### config.mk
export PLATFORM = sky130hd
export DESIGN_NAME = bst_tap
export DESIGN_NICKNAME = d
export VERILOG_FILES = /design/src/shared/bst_pkg.sv /design/src/design/bst_tap.sv
export SDC_FILE = /design/constraint.sdc
export NUM_CORES = 1
export LEC_CHECK = 0
export BUFFER_PORTS_ARGS = -buffer_cell sky130_fd_sc_hd__buf_2
export CORE_ASPECT_RATIO = 0.8
export CORE_MARGIN = 4
export CORE_UTILIZATION = 25
export DETAILED_ROUTE_END_ITERATION = 10
export PLACE_DENSITY_LB_ADDON = 0.12
export SLEW_MARGIN = 5
export SYNTH_ARGS = -nofsm -noshare
export SYNTH_HDL_FRONTEND = slang
export SYNTH_SLANG_ARGS = --single-unit
### constraint.sdc
create_clock -name clk -period 2.3 [get_ports clk]
set_clock_uncertainty 0.15 [all_clocks]
set_input_delay 0.345 -clock clk [delete_from_list [all_inputs] [get_ports clk]]
set_output_delay 0.345 -clock clk [all_outputs]
set_load 0.01 [all_outputs]
### src/shared/bst_pkg.sv
// Purpose: Shared constants and types for the boundary-scan test access port
// Assumes: Test clock is sampled by the 200 MHz system clock
// Notes: Instruction codes are four bits wide, shifted least significant bit first
package bst_pkg;

  // ----------------------------------------------------------------
  // Instruction codes
  // ----------------------------------------------------------------
  localparam int unsigned BST_IR_W = 4;
  localparam logic [3:0] BST_INS_EXTEST = 4'h0;
  localparam logic [3:0] BST_INS_SAMPLE = 4'h1;
  localparam logic [3:0] BST_INS_INTEST = 4'h4;
  localparam logic [3:0] BST_INS_CLAMP = 4'h5;
  localparam logic [3:0] BST_INS_BYPASS = 4'hF;
  localparam logic [3:0] BST_IR_RESET = 4'hF;

  // ----------------------------------------------------------------
  // Captured instruction pattern bit positions (p00s / p001)
  // ----------------------------------------------------------------
  localparam int unsigned BST_CAP_LSB_POS = 0;
  localparam int unsigned BST_CAP_PROT_POS = 3;

  // ----------------------------------------------------------------
  // Chain size
  // ----------------------------------------------------------------
  localparam int unsigned BST_PIN_N = 8;
  localparam int unsigned BST_CORE_N = 8;
  localparam int unsigned BST_CHAIN_N = BST_PIN_N + BST_CORE_N;

  // ----------------------------------------------------------------
  // Controller states, one-hot
  // ----------------------------------------------------------------
  typedef enum logic [15:0] {
    BST_ST_RESET = 16'h0001,
    BST_ST_IDLE = 16'h0002,
    BST_ST_SEL_DR = 16'h0004,
    BST_ST_CAP_DR = 16'h0008,
    BST_ST_SH_DR = 16'h0010,
    BST_ST_EX1_DR = 16'h0020,
    BST_ST_PAU_DR = 16'h0040,
    BST_ST_EX2_DR = 16'h0080,
    BST_ST_UPD_DR = 16'h0100,
    BST_ST_SEL_IR = 16'h0200,
    BST_ST_CAP_IR = 16'h0400,
    BST_ST_SH_IR = 16'h0800,
    BST_ST_EX1_IR = 16'h1000,
    BST_ST_PAU_IR = 16'h2000,
    BST_ST_EX2_IR = 16'h4000,
    BST_ST_UPD_IR = 16'h8000
  } bst_state_t;

  // Pin group carried as one struct
  typedef struct packed {
    logic tck;
    logic tms;
    logic tdi;
  } bst_link_t;

  // Synchroniser stages for the three link pins
  typedef struct packed {
    bst_link_t s1;
    bst_link_t s2;
    bst_link_t s3;
  } bst_sync_t;

  // Whole module state
  typedef struct packed {
    bst_sync_t sync;
    logic tck_q;
    bst_state_t st;
    logic [BST_IR_W-1:0] ir_sh;
    logic [BST_IR_W-1:0] ir;
    logic [BST_CHAIN_N-1:0] chain;
    logic [BST_CHAIN_N-1:0] upd;
    logic byp;
    logic tdo;
    logic tdo_sel;
    logic [BST_PIN_N-1:0] pin_out;
    logic pin_test;
    logic [BST_CORE_N-1:0] core_in;
    logic core_test;
  } bst_regs_t;

endpackage

### src/design/bst_tap.sv
// Purpose: Boundary-scan test access port with four instructions, three of them chain instructions
// Assumes: Test clock, mode and data pins come from an external tester, asynchronous to clk
// Notes: The test clock is oversampled; edges act one cycle after the second and third stages agree
//
// Overview of operation
// - Code 0000 picks the boundary-scan chain as data register for external testing.
// - External test drives held chain outputs onto pins as soon as it is loaded.
// - Capture-IR loads p00s, or p001 under internal test, into the instruction shifter.
// - Shift-IR moves the instruction shifter one bit each test clock.
// - External test capture-DR samples the pin values into the chain.
// - Shift-DR moves the chain one position per test clock under chain instructions.
// - External test and clamp apply held chain data to output pins at update-IR.
// - External test update-DR transfers shifted chain contents to the output pins.
// - Code 0001 selects the chain; snapshots and preloads without touching outputs.
// - Sample/preload capture-DR samples pins into the chain; it has no update step.
// - Code 0100 tests internal logic: chain feeds inputs, captures outputs, drives pins.
// - Internal test update-IR and update-DR apply chain data to internal logic inputs.
// - Internal test capture-DR samples internal logic outputs into the chain.
// - Code 0101 selects one-bit bypass while output pins stay driven from chain.
// - Clamp capture-DR loads zero into the bypass register.
// - Clamp shift-DR passes test data in through one bypass stage to test data out.
// - Captured p bit shows protection; s bit reads one after good start-up.
// - All patterns shift least significant bit first.
// - Instructions are seen in parallel; output selected only for recognised instructions.
`timescale 1ns/10ps

module bst_tap
  import bst_pkg::*;
(
  // Clock and reset
  input wire logic clk,
  input wire logic sys_rst,
  // Test link pins
  input wire logic tck,
  input wire logic tms,
  input wire logic tdi,
  output logic tdo,
  output logic tdo_sel,
  // Chip status
  input wire logic chip_protected,
  input wire logic startup_done,
  // Pad side: cell i of the chain is pin i
  input wire logic [BST_PIN_N-1:0] pin_in,
  output logic [BST_PIN_N-1:0] pin_out,
  output logic pin_test,
  // Core side: cells above the pins face the internal logic
  input wire logic [BST_CORE_N-1:0] core_out,
  output logic [BST_CORE_N-1:0] core_in,
  output logic core_test
);

  // ----------------------------------------------------------------
  // Decoding helpers
  // ----------------------------------------------------------------
  // Instructions owned by this port; anything else belongs to the debug port
  function automatic logic ins_known(input logic [BST_IR_W-1:0] c);
    ins_known = (c == BST_INS_EXTEST) || (c == BST_INS_SAMPLE) ||
                (c == BST_INS_INTEST) || (c == BST_INS_CLAMP);
  endfunction

  // Instructions whose data register is the chain
  function automatic logic ins_chain(input logic [BST_IR_W-1:0] c);
    ins_chain = (c == BST_INS_EXTEST) || (c == BST_INS_SAMPLE) || (c == BST_INS_INTEST);
  endfunction

  // Instructions that drive the pins from the held update stage
  function automatic logic ins_drives(input logic [BST_IR_W-1:0] c);
    ins_drives = (c == BST_INS_EXTEST) || (c == BST_INS_INTEST) || (c == BST_INS_CLAMP);
  endfunction

  bst_regs_t r_reg;
  bst_regs_t r_next;
  bst_link_t pins;
  logic rise;
  logic fall;

  assign pins = '{tck: tck, tms: tms, tdi: tdi};
  // Edges counted only once stages two and three agree, filtering glitches
  assign rise = (r_reg.sync.s2.tck == r_reg.sync.s3.tck) && r_reg.sync.s3.tck && !r_reg.tck_q;
  assign fall = (r_reg.sync.s2.tck == r_reg.sync.s3.tck) && !r_reg.sync.s3.tck && r_reg.tck_q;

  // ----------------------------------------------------------------
  // Next-state logic
  // ----------------------------------------------------------------
  always_comb
  begin
    r_next = r_reg;
    r_next.sync.s1 = pins;
    r_next.sync.s2 = r_reg.sync.s1;
    r_next.sync.s3 = r_reg.sync.s2;
    if (r_reg.sync.s2.tck == r_reg.sync.s3.tck)
    begin
      r_next.tck_q = r_reg.sync.s3.tck;
    end
    // Rising test clock: controller move, capture and shift
    if (rise)
    begin
      case (r_reg.st)
        BST_ST_CAP_IR:
        begin
          // p in the top bit, 01 at the bottom for internal test, else 0 then startup_done
          r_next.ir_sh[BST_CAP_PROT_POS] = chip_protected;
          r_next.ir_sh[2:1] = 2'h0;
          r_next.ir_sh[BST_CAP_LSB_POS] = (r_reg.ir == BST_INS_INTEST) ? 1'b1 : startup_done;
        end
        BST_ST_SH_IR:
        begin
          r_next.ir_sh = {r_reg.sync.s3.tdi, r_reg.ir_sh[BST_IR_W-1:1]};
        end
        BST_ST_CAP_DR:
        begin
          if (r_reg.ir == BST_INS_INTEST)
          begin
            r_next.chain[BST_CHAIN_N-1:BST_PIN_N] = core_out;
            r_next.chain[BST_PIN_N-1:0] = pin_in;
          end
          else if (ins_chain(r_reg.ir))
          begin
            r_next.chain[BST_PIN_N-1:0] = pin_in;
            r_next.chain[BST_CHAIN_N-1:BST_PIN_N] = core_out;
          end
          else
          begin
            r_next.byp = 1'b0;
          end
        end
        BST_ST_SH_DR:
        begin
          if (ins_chain(r_reg.ir))
          begin
            r_next.chain = {r_reg.sync.s3.tdi, r_reg.chain[BST_CHAIN_N-1:1]};
          end
          else
          begin
            r_next.byp = r_reg.sync.s3.tdi;
          end
        end
        default:
        begin
        end
      endcase
      // Controller, driven by the tester's mode pin
      case (r_reg.st)
        BST_ST_RESET: r_next.st = r_reg.sync.s3.tms ? BST_ST_RESET : BST_ST_IDLE;
        BST_ST_IDLE: r_next.st = r_reg.sync.s3.tms ? BST_ST_SEL_DR : BST_ST_IDLE;
        BST_ST_SEL_DR: r_next.st = r_reg.sync.s3.tms ? BST_ST_SEL_IR : BST_ST_CAP_DR;
        BST_ST_CAP_DR: r_next.st = r_reg.sync.s3.tms ? BST_ST_EX1_DR : BST_ST_SH_DR;
        BST_ST_SH_DR: r_next.st = r_reg.sync.s3.tms ? BST_ST_EX1_DR : BST_ST_SH_DR;
        BST_ST_EX1_DR: r_next.st = r_reg.sync.s3.tms ? BST_ST_UPD_DR : BST_ST_PAU_DR;
        BST_ST_PAU_DR: r_next.st = r_reg.sync.s3.tms ? BST_ST_EX2_DR : BST_ST_PAU_DR;
        BST_ST_EX2_DR: r_next.st = r_reg.sync.s3.tms ? BST_ST_UPD_DR : BST_ST_SH_DR;
        BST_ST_UPD_DR: r_next.st = r_reg.sync.s3.tms ? BST_ST_SEL_DR : BST_ST_IDLE;
        BST_ST_SEL_IR: r_next.st = r_reg.sync.s3.tms ? BST_ST_RESET : BST_ST_CAP_IR;
        BST_ST_CAP_IR: r_next.st = r_reg.sync.s3.tms ? BST_ST_EX1_IR : BST_ST_SH_IR;
        BST_ST_SH_IR: r_next.st = r_reg.sync.s3.tms ? BST_ST_EX1_IR : BST_ST_SH_IR;
        BST_ST_EX1_IR: r_next.st = r_reg.sync.s3.tms ? BST_ST_UPD_IR : BST_ST_PAU_IR;
        BST_ST_PAU_IR: r_next.st = r_reg.sync.s3.tms ? BST_ST_EX2_IR : BST_ST_PAU_IR;
        BST_ST_EX2_IR: r_next.st = r_reg.sync.s3.tms ? BST_ST_UPD_IR : BST_ST_SH_IR;
        BST_ST_UPD_IR: r_next.st = r_reg.sync.s3.tms ? BST_ST_SEL_DR : BST_ST_IDLE;
        default: r_next.st = BST_ST_RESET;
      endcase
    end
    // Falling test clock: output data, updates
    if (fall)
    begin
      case (r_reg.st)
        BST_ST_SH_IR:
        begin
          r_next.tdo = r_reg.ir_sh[0];
        end
        BST_ST_SH_DR:
        begin
          r_next.tdo = ins_chain(r_reg.ir) ? r_reg.chain[0] : r_reg.byp;
        end
        BST_ST_UPD_IR:
        begin
          // Whole shifted code is seen by both ports at once
          r_next.ir = r_reg.ir_sh;
        end
        BST_ST_UPD_DR:
        begin
          // Sample/preload leaves the held outputs alone
          if ((r_reg.ir == BST_INS_EXTEST) || (r_reg.ir == BST_INS_INTEST))
          begin
            r_next.upd = r_reg.chain;
          end
        end
        BST_ST_RESET:
        begin
          r_next.ir = BST_IR_RESET;
        end
        default:
        begin
        end
      endcase
    end
    // Test modes follow the held instruction at once, so update-IR applies the held data
    r_next.tdo_sel = ins_known(r_next.ir);
    r_next.pin_test = ins_drives(r_next.ir);
    r_next.core_test = (r_next.ir == BST_INS_INTEST);
    r_next.pin_out = r_next.upd[BST_PIN_N-1:0];
    r_next.core_in = r_next.upd[BST_CHAIN_N-1:BST_PIN_N];
  end

  // ----------------------------------------------------------------
  // State register
  // ----------------------------------------------------------------
  always_ff @(posedge clk)
  begin
    if (sys_rst)
    begin
      r_reg <= '{st: BST_ST_RESET, ir: BST_IR_RESET, default: '0};
    end
    else
    begin
      r_reg <= r_next;
    end
  end

  // Outputs straight from flip-flops
  assign tdo = r_reg.tdo;
  assign tdo_sel = r_reg.tdo_sel;
  assign pin_out = r_reg.pin_out;
  assign pin_test = r_reg.pin_test;
  assign core_in = r_reg.core_in;
  assign core_test = r_reg.core_test;

endmodule

==> results by group, run 1 <==
Power and ir drop
  – Switching share of power: between 20 and 25%
  – Share of total power in sequential cells: a little under half
  – Combinational share of power: between 2 and 3%
  – Pwr/cell area: between 600 and 700 nW/um2
  – Clock share of power: between 50 and 60%
  – LEAKAGE: about 1.6 nW
  – Psw: around 0.0006 W
  – Power Total: 0.00274 W
  – VDD IR max: between 0.0003 and 0.0004 V
  – Int Pwr: ~0.0021 W

STA
  – Final hold violations: 0
  – RSZ-0062 raised after global routing: no
  – Setup-failing EPs final: 0
  – Worst Max-Slew Pin Slew: roughly 0.45 ns
  – Post-route minimum period: 2.21 ns
  – Final setup TNS: 0 ns
  – Final worst slack: 0.0868 ns
  – Final Max Tran Viols: 0
  – Slew HR: approximately 70%
  – Fmax: ~450 MHz
  – Crit share post-route: slightly below 100%

Synthesis
  – Cell Area, Synth: ~3400 um2
  – Post-synth EDFFs: 0
  – Synthesized flop and latch total: slightly above 70
  – Synthesized net count: 411
  – Asr flop ratio synth: 0%
  – Ys flop type: dfxtp_1
  – Netlist cell types: 53
  – Post-Syn Area per Cell: roughly 8.9 um2
  – Sequential element share of the synthesized area: 41.2%
  – Yosys warns: 0
  – Mapped Cells: slightly below 400

Job
  – Max Cap Viol: 0

Floorplan
  – Die Area: 15700 um2
  – Die width: roughly 140 um
  – Core area: between 10000 and 15000 um2
  – I/O pin count: between 40 and 50
  – Num rows: 38
  – Initial core utilization: around a quarter
  – Die Height: 113 um

Layout
  – Max FFs per register: 61
  – Nets: approximately 460
  – Non-filler cells, final: 619
  – Layout cells sized above 1: about a quarter
  – Diode count: 0
  – Filler Cell Count: approximately 1500
  – Area Overhead vs Synth: 22.4%

Routing
  – Vias/cell: 4.60
  – Routed wire length: ~9000 um
  – Vias: ~2900
  – DRC viols: 0
  – Drt first-iter violations: 310
  – Post-DRT Antenna Nets: 0
  – WL/cell: approximately 15 um
  – 1st-pass router iterations: 5

Setup path
  – CP endpoint kind: register
  – Startpoint types: register
  – Required @ worst endpoint: around 2.4 ns
  – Critical path arrival: 2.27 ns
  – CP max FO: 8
  – Crit path kind: reg2reg

Place
  – IO Port Bufs: 42
  – Routability cong.: ~0.81
  – Placed insts: around 600
  – Dpl ws: roughly 0.093 ns
  – Final HPWL DP: about 6500 um

Global routing
  – Tot GR Track Use: between 10% and 20%
  – Initial antenna violation count: 0
  – Largest net degree at the start of global routing: 33
  – Vias in the first global route: roughly 2700
  – Grt total ovfl: 0
  – First-pass GRT wire length: approximately 15000 um

Clock network
  – Clk sinks: just over 70
  – Root buffer cell: clkbuf_16
  – Hold-fix buffer count after cts: 0
  – CTS tree: done
  – Worst-path clk slew: approximately 0.060 ns
  – Longest Clk Path Bufs: 2
  – Num CTS Buffers: 9
  – Worst-Skew Late Latency: about 0.33 ns
  – H-tree depth: 3

Hold path
  – Min-Delay Path Class: in2reg

Outcome
  – Outcome: finished, final reports clean
==> power by group through the flow <==
stage                     clock (W)  combinational [W]  sequential, W
after floorplan                   0          0.0000432        0.00127
after global placement            0          0.0000757        0.00127
after detailed placement          0          0.0000766        0.00127
after CTS                   0.00148          0.0000770        0.00124
after global routing        0.00153          0.0000845        0.00124
final                       0.00143          0.0000753        0.00124
==> cells in the final DEF (no fill, tap or decap), types with 9 or more instances in the layout <==
cell type / Yosys / routed
buf_2: 3 / 42
nor2_1: 40 / 39
dfxtp_1: 71 / 70
mux2i_1: 20 / 20
a21oi_1: 34 / 34
nand2_1: 55 / 55
buf_4: 20 / 32
clkbuf_16: 0 / 9
nor2b_1: 9 / 9
a211oi_1: 12 / 11
==> stage by stage <==
| stage | hold WS [ns] | utilization (%) | cell area, um2 |
|---|---|---|---|
| 6_report | 0.0725 | 31.1 | 4220 |
| 5_1_grt | 0.0747 | 31.1 | 4220 |
| 4_1_cts | 0.0583 | 30.6 | 4140 |
| 3_5_place_dp | 0.275 | 28.3 | 3830 |
| 3_3_place_gp | 0.270 | 28.3 | 3830 |
| 2_1_floorplan | 0.264 | - | 3450 |
==> metal layers <==
layer	wire length, um	track usage (%)	vias to the layer above
met5	0	0	-
met4	48	2.93	0
met3	295	3.17	5
met2	3550	15.2	50
met1	5120	18.3	1335
li1	-	-	1460
==> critical path: stages (launching register included) <==
cell and delay [ns]:
dfxtp_1 0.40, or4_1 0.59, or4_4 0.56, o32ai_1 0.28, a211oi_2 0.11
==> cell usage after synthesis (all sizes together) (3+ instances only) <==
library cell | number | area, um2
mux2i | 20 | 200
xnor2 | 4 | 35.0
nand2b | 7 | 43.8
nor4b | 4 | 35.0
a211oi | 20 | 190
nor4 | 8 | 116
buf | 28 | 225
o21ai | 5 | 25.0
nand4 | 6 | 37.5
or3 | 6 | 37.5
a22oi | 5 | 37.5
nor2b | 9 | 56.3
nand2 | 56 | 213
nand4b | 4 | 35.0
or4 | 4 | 33.8
nor3 | 10 | 71.3
a21oi | 34 | 170
dfxtp | 71 | 1420
nand3 | 4 | 25.0
nor2 | 40 | 150
inv | 4 | 15.0
clkbuf | 9 | 33.8
o22ai | 3 | 18.8
==> path summary, 6_finish.rpt <==
path	end	startpoint	depth (start not counted)	slack, ns
setup / recovery	pin_test	r_reg[69]	4	0.09
hold / removal	r_next[83]	tck	2	0.07
setup reg to reg	pin_test	r_reg[69]	4	0.09
hold reg to reg	r_next[79]	r_next[82]	1	0.29
==> cells by family after synthesis <==
logic type | after synthesis | share of synthesized area, %
AOI/OAI and AO/OA | 79 | 15.8
xor gates and xnor gates | 6 | 1.53
adders and majority gates | 2 | 0.726
buffers and inverters | 43 | 8.46
DFF | 71 | 41.2
muxes | 20 | 5.81
and+or+nand+nor | 165 | 26.4
==> timing repair <==
| action | in CTS | in global routing |
|---|---|---|
| resized for setup | 0 | 4 |
| setup buffers | 0 | 8 |
| hold endpoints to repair | 0 | 0 |
| setup endpoints to repair | 0 | 21 |
==> area by class of cell <==
class                      count  area (um2)  area share, %
clock buffer                  10         239           5.67
timing repair buffer          76         490           11.6
sequential                    71        1420           33.7
clock inverter                 6        68.8           1.63
inverter                       4        15.0          0.356
tap                          180         225           5.34
multi-input combinational    272        1760           41.6
Note: power is estimated with default switching activity, not from simulation.
==> run 2, diff against run 1 <==
--- a/config.mk
+++ b/config.mk
@@ -11,4 +11,5 @@
 export CORE_UTILIZATION = 25
 export DETAILED_ROUTE_END_ITERATION = 10
+export HOLD_SLACK_MARGIN = 0.15
 export PLACE_DENSITY_LB_ADDON = 0.12
 export SLEW_MARGIN = 5
==> constraint.sdc (replaced) <==
create_clock -name clk -period 2.3 [get_ports clk]
set_clock_uncertainty 0.15 [all_clocks]
set_input_delay 0.69 -clock clk [delete_from_list [all_inputs] [get_ports clk]]
set_output_delay 0.69 -clock clk [all_outputs]
set_load 0.01 [all_outputs]
==> run 2 against run 1 <==
  * Sequential power barely moved
  * Utilization did not move
  * Sequential cell count did not move
  * Critical path depth did not move
  * Die area did not move
  * Highest routed layer unchanged
==> results by group, run 2 (synthesis results as in run 1) <==
STA
  – Setup-failing EPs final: 0 (unchanged)
  – Worst Max-Slew Pin Slew: 0.401 ns (-0.0439 ns)
  – Fmax: 456 MHz (+0.94%)
  – Slew HR: 72.9% (+2.8 points)
  – Final hold violations: 0 (unchanged)
  – Final Max Tran Viols: 0 (unchanged)
  – RSZ-0062 raised after global routing: yes
  – Crit share post-route: 95.3% (-0.90 points)
  – Post-route minimum period: 2.19 ns (-0.0206 ns)
  – Final worst slack: 0.107 ns (+0.0206 ns)

Floorplan
  – Die width: 139 um (unchanged)
  – Initial core utilization: 25.4% (unchanged)
  – Num rows: 38 (unchanged)
  – I/O pin count: 43 (unchanged)
  – Die Area: 15700 um2 (unchanged)
  – Core area: 13600 um2 (unchanged)
  – Die Height: 113 um (unchanged)

Routing
  – WL/cell: 14.2 um (-2.2%)
  – Post-DRT Antenna Nets: 0 (unchanged)
  – Routed wire length: 8760 um (-2.9%)
  – Drt first-iter violations: 150 (-52%)
  – DRC viols: 0 (unchanged)
  – Vias/cell: 4.62 (+0.40%)
  – 1st-pass router iterations: 4 (-1)
  – Vias: 2843 (-0.25%)

Layout
  – Commonest non-fill, non-tap cell in the layout: dfxtp_1
  – Layout cells sized above 1: 24.8% (-1.4 points)
  – Filler Cell Count: 1435 (-1.8%)
  – Diode count: 0 (unchanged)
  – Max FFs per register: 61 (unchanged)
  – Non-filler cells, final: 615 (-0.65%)
  – Commonest non-fill, non-tap cells in the layout: 71 x dfxtp_1, 55 x nand2_1, 42 x buf_2, 40 x nor2_1, 34 x a21oi_1
  – Area occupied by multi-input gates: 1740 um2 (-0.93%)
  – Sequential cell area: 1420 um2 (about the same)
  – Nets: 455 (-0.87%)
  – Area Overhead vs Synth: 22.4% (unchanged)
  – Finished Cell Area: 4220 um2 (unchanged)

Place
  – IO Port Bufs: 42 (unchanged)
  – DP Area: 3840 um2 (+0.33%)
  – Placed insts: 595 (unchanged)
  – Dpl ws: 0.120 ns (+0.0265 ns)
  – Routability cong.: 0.811 (+0.17%)
  – Final HPWL DP: 6480 um (-0.54%)

Power and ir drop
  – Pwr/cell area: 683 nW/um2 (+5.0%)
  – VDD IR max: 0.000353 V (+15%)
  – LEAKAGE: 1.66 nW (+0.53%)

Job
  – Max Cap Viol: 0 (unchanged)

Clock network
  – H-tree depth: 3 (unchanged)
  – Clk sinks: 71 (unchanged)
  – Num CTS Buffers: 9 (unchanged)
  – CTS tree: done
  – Longest Clk Path Bufs: 2 (unchanged)
  – Worst-Skew Late Latency: 0.33 ns (about the same)
  – Root buffer cell: clkbuf_16
  – Worst-path clk slew: 0.06 ns (about the same)

Outcome
  – Outcome: finished, final reports clean

Setup path
  – CP max FO: 8 (unchanged)
  – Crit path kind: reg2reg
  – CP endpoint kind: register
  – Startpoint types: register
  – Critical path arrival: 2.23 ns (-0.04 ns)
  – Required @ worst endpoint: 2.34 ns (-0.02 ns)

Global routing
  – Tot GR Track Use: 11.5% (-0.10 points)
  – Largest net degree at the start of global routing: 33 (unchanged)
  – Initial antenna violation count: 0 (unchanged)
  – Grt total ovfl: 0 (unchanged)
  – Vias in the first global route: 2772 (+2.5%)
  – First-pass GRT wire length: 14600 um (-1.4%)

Hold path
  – Min-Delay Path Class: reg2reg
run 2: layout make-up:
cell class,instances,area share (%)
clock buffers,12,6.32
clock inverters,4,1.81
inverters,4,0.356
multi-input cells,272,41.3
flip-flops and latches,71,33.7
well taps,180,5.34
repair buffers,72,11.2
run 2: metrics by stage:
stage           TNS (ns)  util, %  hold WS, ns  total power, W
2_1_floorplan          0        -        0.264         0.00131
3_3_place_gp           0     28.4        0.270         0.00135
3_5_place_dp           0     28.4        0.277         0.00135
4_1_cts                0     30.9        0.291         0.00293
5_1_grt        -0.000296     31.1        0.306         0.00299
6_report               0     31.1        0.288         0.00288
run 2: metal layers:
metal | global-route usage (%) | vias to the layer above | part of all wire (%)
met5 | 0 | - | 0
met4 | 3.32 | 0 | 1.1
met3 | 2.87 | 8 | 5.3
met2 | 16.2 | 62 | 40
met1 | 17.3 | 1327 | 53
li1 | - | 1446 | -
run 2: where the power goes:
part           internal (W)   total, W  switching, W
Combinational     0.0000343  0.0000771     0.0000428
Clock               0.00104    0.00156      0.000523
Sequential          0.00124    0.00124    0.00000390
run 2: worst max-delay path, cell delays in order (launching register included):
cell      delay (ns)
dfxtp_1         0.40
or4_1           0.60
or4_4           0.56
o32ai_1         0.24
a211oi_1        0.12
run 2: path summary, 6_finish.rpt:
path / start / cells after the start / slack (ns) / end
min reg2reg: r_next[78] / 1 / 0.29 / r_reg[78]
max reg2reg: r_reg[69] / 4 / 0.11 / pin_test
min: r_next[78] / 1 / 0.29 / r_reg[78]
max: r_reg[69] / 4 / 0.11 / pin_test
run 2: what timing repair did:
item,CTS,global route
buffers inserted,0,4
setup endpoints to repair,0,19
hold buffers,0,0
gates resized for setup,0,0
==> run 3, diff against run 2 <==
- MAX_ROUTING_LAYER: unset -> met4
==> run 3 against run 2 <==
  * Utilization did not move
  * Power barely moved
  * Final cell count did not move
  * Worst setup slack got worse by 0.0028 ns
  * First-iteration DRC count fell by 6.7%
  * Largest cell class unchanged
  * Largest power group unchanged
==> results by group, run 3 (synthesis results as in run 1) <==
Setup path
  – CP endpoint kind: register
  – Crit path cell chain: or4_1 > or4_4 > o32ai_1 > a211oi_1
  – CP max FO: 8 (unchanged)
  – Critical path arrival: 2.24 ns (about the same)
  – Critical path buffers and inverters: 0 (unchanged)
  – Top Family by Delay on Critical Path: simple AND/OR/NAND/NOR gates
  – Max stage delay cell, worst path: or4_1
  – Startpoint types: register
  – Worst path max stage delay: 0.60 ns (about the same)
  – Required @ worst endpoint: 2.34 ns (about the same)
  – Crit path kind: reg2reg

Power and ir drop
  – Pwr/cell area: 683 nW/um2 (about the same)
  – LEAKAGE: 1.66 nW (unchanged)
  – Combinational share of power: 2.7% (about the same)
  – Power Total: 0.00288 W (about the same)
  – Share of total power in sequential cells: 43.1% (about the same)
  – Clock share of power: 54.2% (about the same)
  – VDD IR max: 0.000352 V (-0.45%)
  – Switching share of power: 19.7% (-0.041 points)
  – Int Pwr: 0.00231 W (about the same)
  – Psw: 0.000569 W (-0.26%)

Outcome
  – Outcome: finished, final reports clean

Job
  – Max Cap Viol: 0 (unchanged)

STA
  – Post-route minimum period: 2.20 ns (+0.00281 ns)
  – Fmax: 456 MHz (-0.13%)
  – Worst Max-Slew Pin Slew: 0.401 ns (-0.000536 ns)
  – Final Max Tran Viols: 0 (unchanged)
  – Final hold violations: 0 (unchanged)
  – RSZ-0062 raised after global routing: yes
  – Slew HR: 72.9% (about the same)
  – Setup-failing EPs final: 0 (unchanged)
  – Crit share post-route: 95.4% (+0.12 points)

Hold path
  – Min-Delay Path Class: reg2reg

Global routing
  – Tot GR Track Use: 11.9% (+0.33 points)
  – Vias in the first global route: 2775 (+0.11%)
  – Initial antenna violation count: 0 (unchanged)
  – Largest net degree at the start of global routing: 33 (unchanged)
  – First-pass GRT wire length: 14600 um (about the same)
  – Grt total ovfl: 0 (unchanged)

Layout
  – Filler Cell Count: 1435 (unchanged)
  – Nets: 455 (unchanged)
  – Area occupied by multi-input gates: 1740 um2 (unchanged)
  – Commonest non-fill, non-tap cells in the layout: 71 x dfxtp_1, 55 x nand2_1, 42 x buf_2, 40 x nor2_1, 34 x a21oi_1
  – Post-layout util: 31.1% (unchanged)
  – Area Overhead vs Synth: 22.4% (unchanged)
  – Max FFs per register: 61 (unchanged)
  – Commonest non-fill, non-tap cell in the layout: dfxtp_1
  – Layout cells sized above 1: 24.8% (unchanged)
  – Diode count: 0 (unchanged)
  – Sequential cell area: 1420 um2 (unchanged)

Routing
  – Routed wl met2: 3540 um (about the same)
  – Met3 WL: 380 um (-17%)
  – Vias: 2856 (+0.46%)
  – DRC viols: 0 (unchanged)
  – 1st-pass router iterations: 4 (unchanged)
  – Vias/cell: 4.64 (+0.46%)
  – Routed wire length: 8750 um (-0.10%)
  – DRT met1 WL: 4720 um (+1.5%)
  – Top sig layer: met4
  – Drt first-iter violations: 140 (-6.7%)
  – WL/cell: 14.2 um (-0.10%)
  – Post-DRT Antenna Nets: 0 (unchanged)

Place
  – IO Port Bufs: 42 (unchanged)
  – Routability cong.: 0.823 (+1.5%)
  – Final HPWL DP: 6480 um (unchanged)

Clock network
  – Num CTS Buffers: 9 (unchanged)
  – CTS tree: done
  – Worst-path clk slew: 0.05 ns (about the same)
  – H-tree depth: 3 (unchanged)
  – Worst-Skew Late Latency: 0.33 ns (about the same)
  – Clk sinks: 71 (unchanged)
  – Root buffer cell: clkbuf_16
  – Longest Clk Path Bufs: 2 (unchanged)

Floorplan
  – Core area: 13600 um2 (unchanged)
  – Num rows: 38 (unchanged)
  – I/O pin count: 43 (unchanged)
  – Die Height: 113 um (unchanged)
  – Die Area: 15700 um2 (unchanged)
  – Initial core utilization: 25.4% (unchanged)
  – Die width: 139 um (unchanged)
[run 3: worst paths after layout]
path	from	endpoint	slack (ns)	depth (start not counted)
hold / removal	r_next[82]	r_next[79]	0.29	1
setup / recovery	r_reg[69]	pin_test	0.10	4
setup reg to reg	r_reg[69]	pin_test	0.10	4
hold reg to reg	r_next[82]	r_next[79]	0.29	1
[run 3: metal layers]
layer / vias up / GRT usage [%]
met3: 8 / 2.79
met1: 1348 / 17.3
met5: - / -
met2: 53 / 16.2
li1: 1447 / -
met4: 0 / 3.32
[run 3: cell type report]
cell class | count | share of cell area, %
Tap cell | 180 | 5.34
Clock buffer | 12 | 6.32
Inverter | 4 | 0.356
Clock inverter | 4 | 1.81
Timing Repair Buffer | 72 | 11.2
Multi-Input combinational cell | 272 | 41.3
Sequential cell | 71 | 33.7
[run 3: stage by stage]
stage / instances / area (um2) / setup TNS [ns] / hold WS [ns] / setup slack, ns
global route: 615 / 4220 / -0.000296 / 0.306 / -0.000296
CTS: 611 / 4190 / 0 / 0.291 / 0.0727
floorplan: 386 / 3450 / 0 / 0.264 / 0.200
detailed placement: 595 / 3840 / 0 / 0.277 / 0.120
finish: 615 / 4220 / 0 / 0.288 / 0.105
global placement: 595 / 3840 / 0 / 0.270 / 0.121
[run 3: timing repair]
action / in CTS / in global routing
hold buffers: 0 / 0
endpoints found under the hold margin: 0 / 0
endpoints found under the setup margin: 0 / 19
setup buffers: 0 / 4
gates resized for setup: 0 / 0
[run 3: power by group through the flow]
stage / logic (W) / registers [W] / clock network [W]
after floorplan: 0.0000432 / 0.00127 / 0
after global placement: 0.0000789 / 0.00127 / 0
after detailed placement: 0.0000795 / 0.00127 / 0
after CTS: 0.0000797 / 0.00124 / 0.00161
after global routing: 0.0000866 / 0.00124 / 0.00166
final: 0.0000772 / 0.00124 / 0.00156
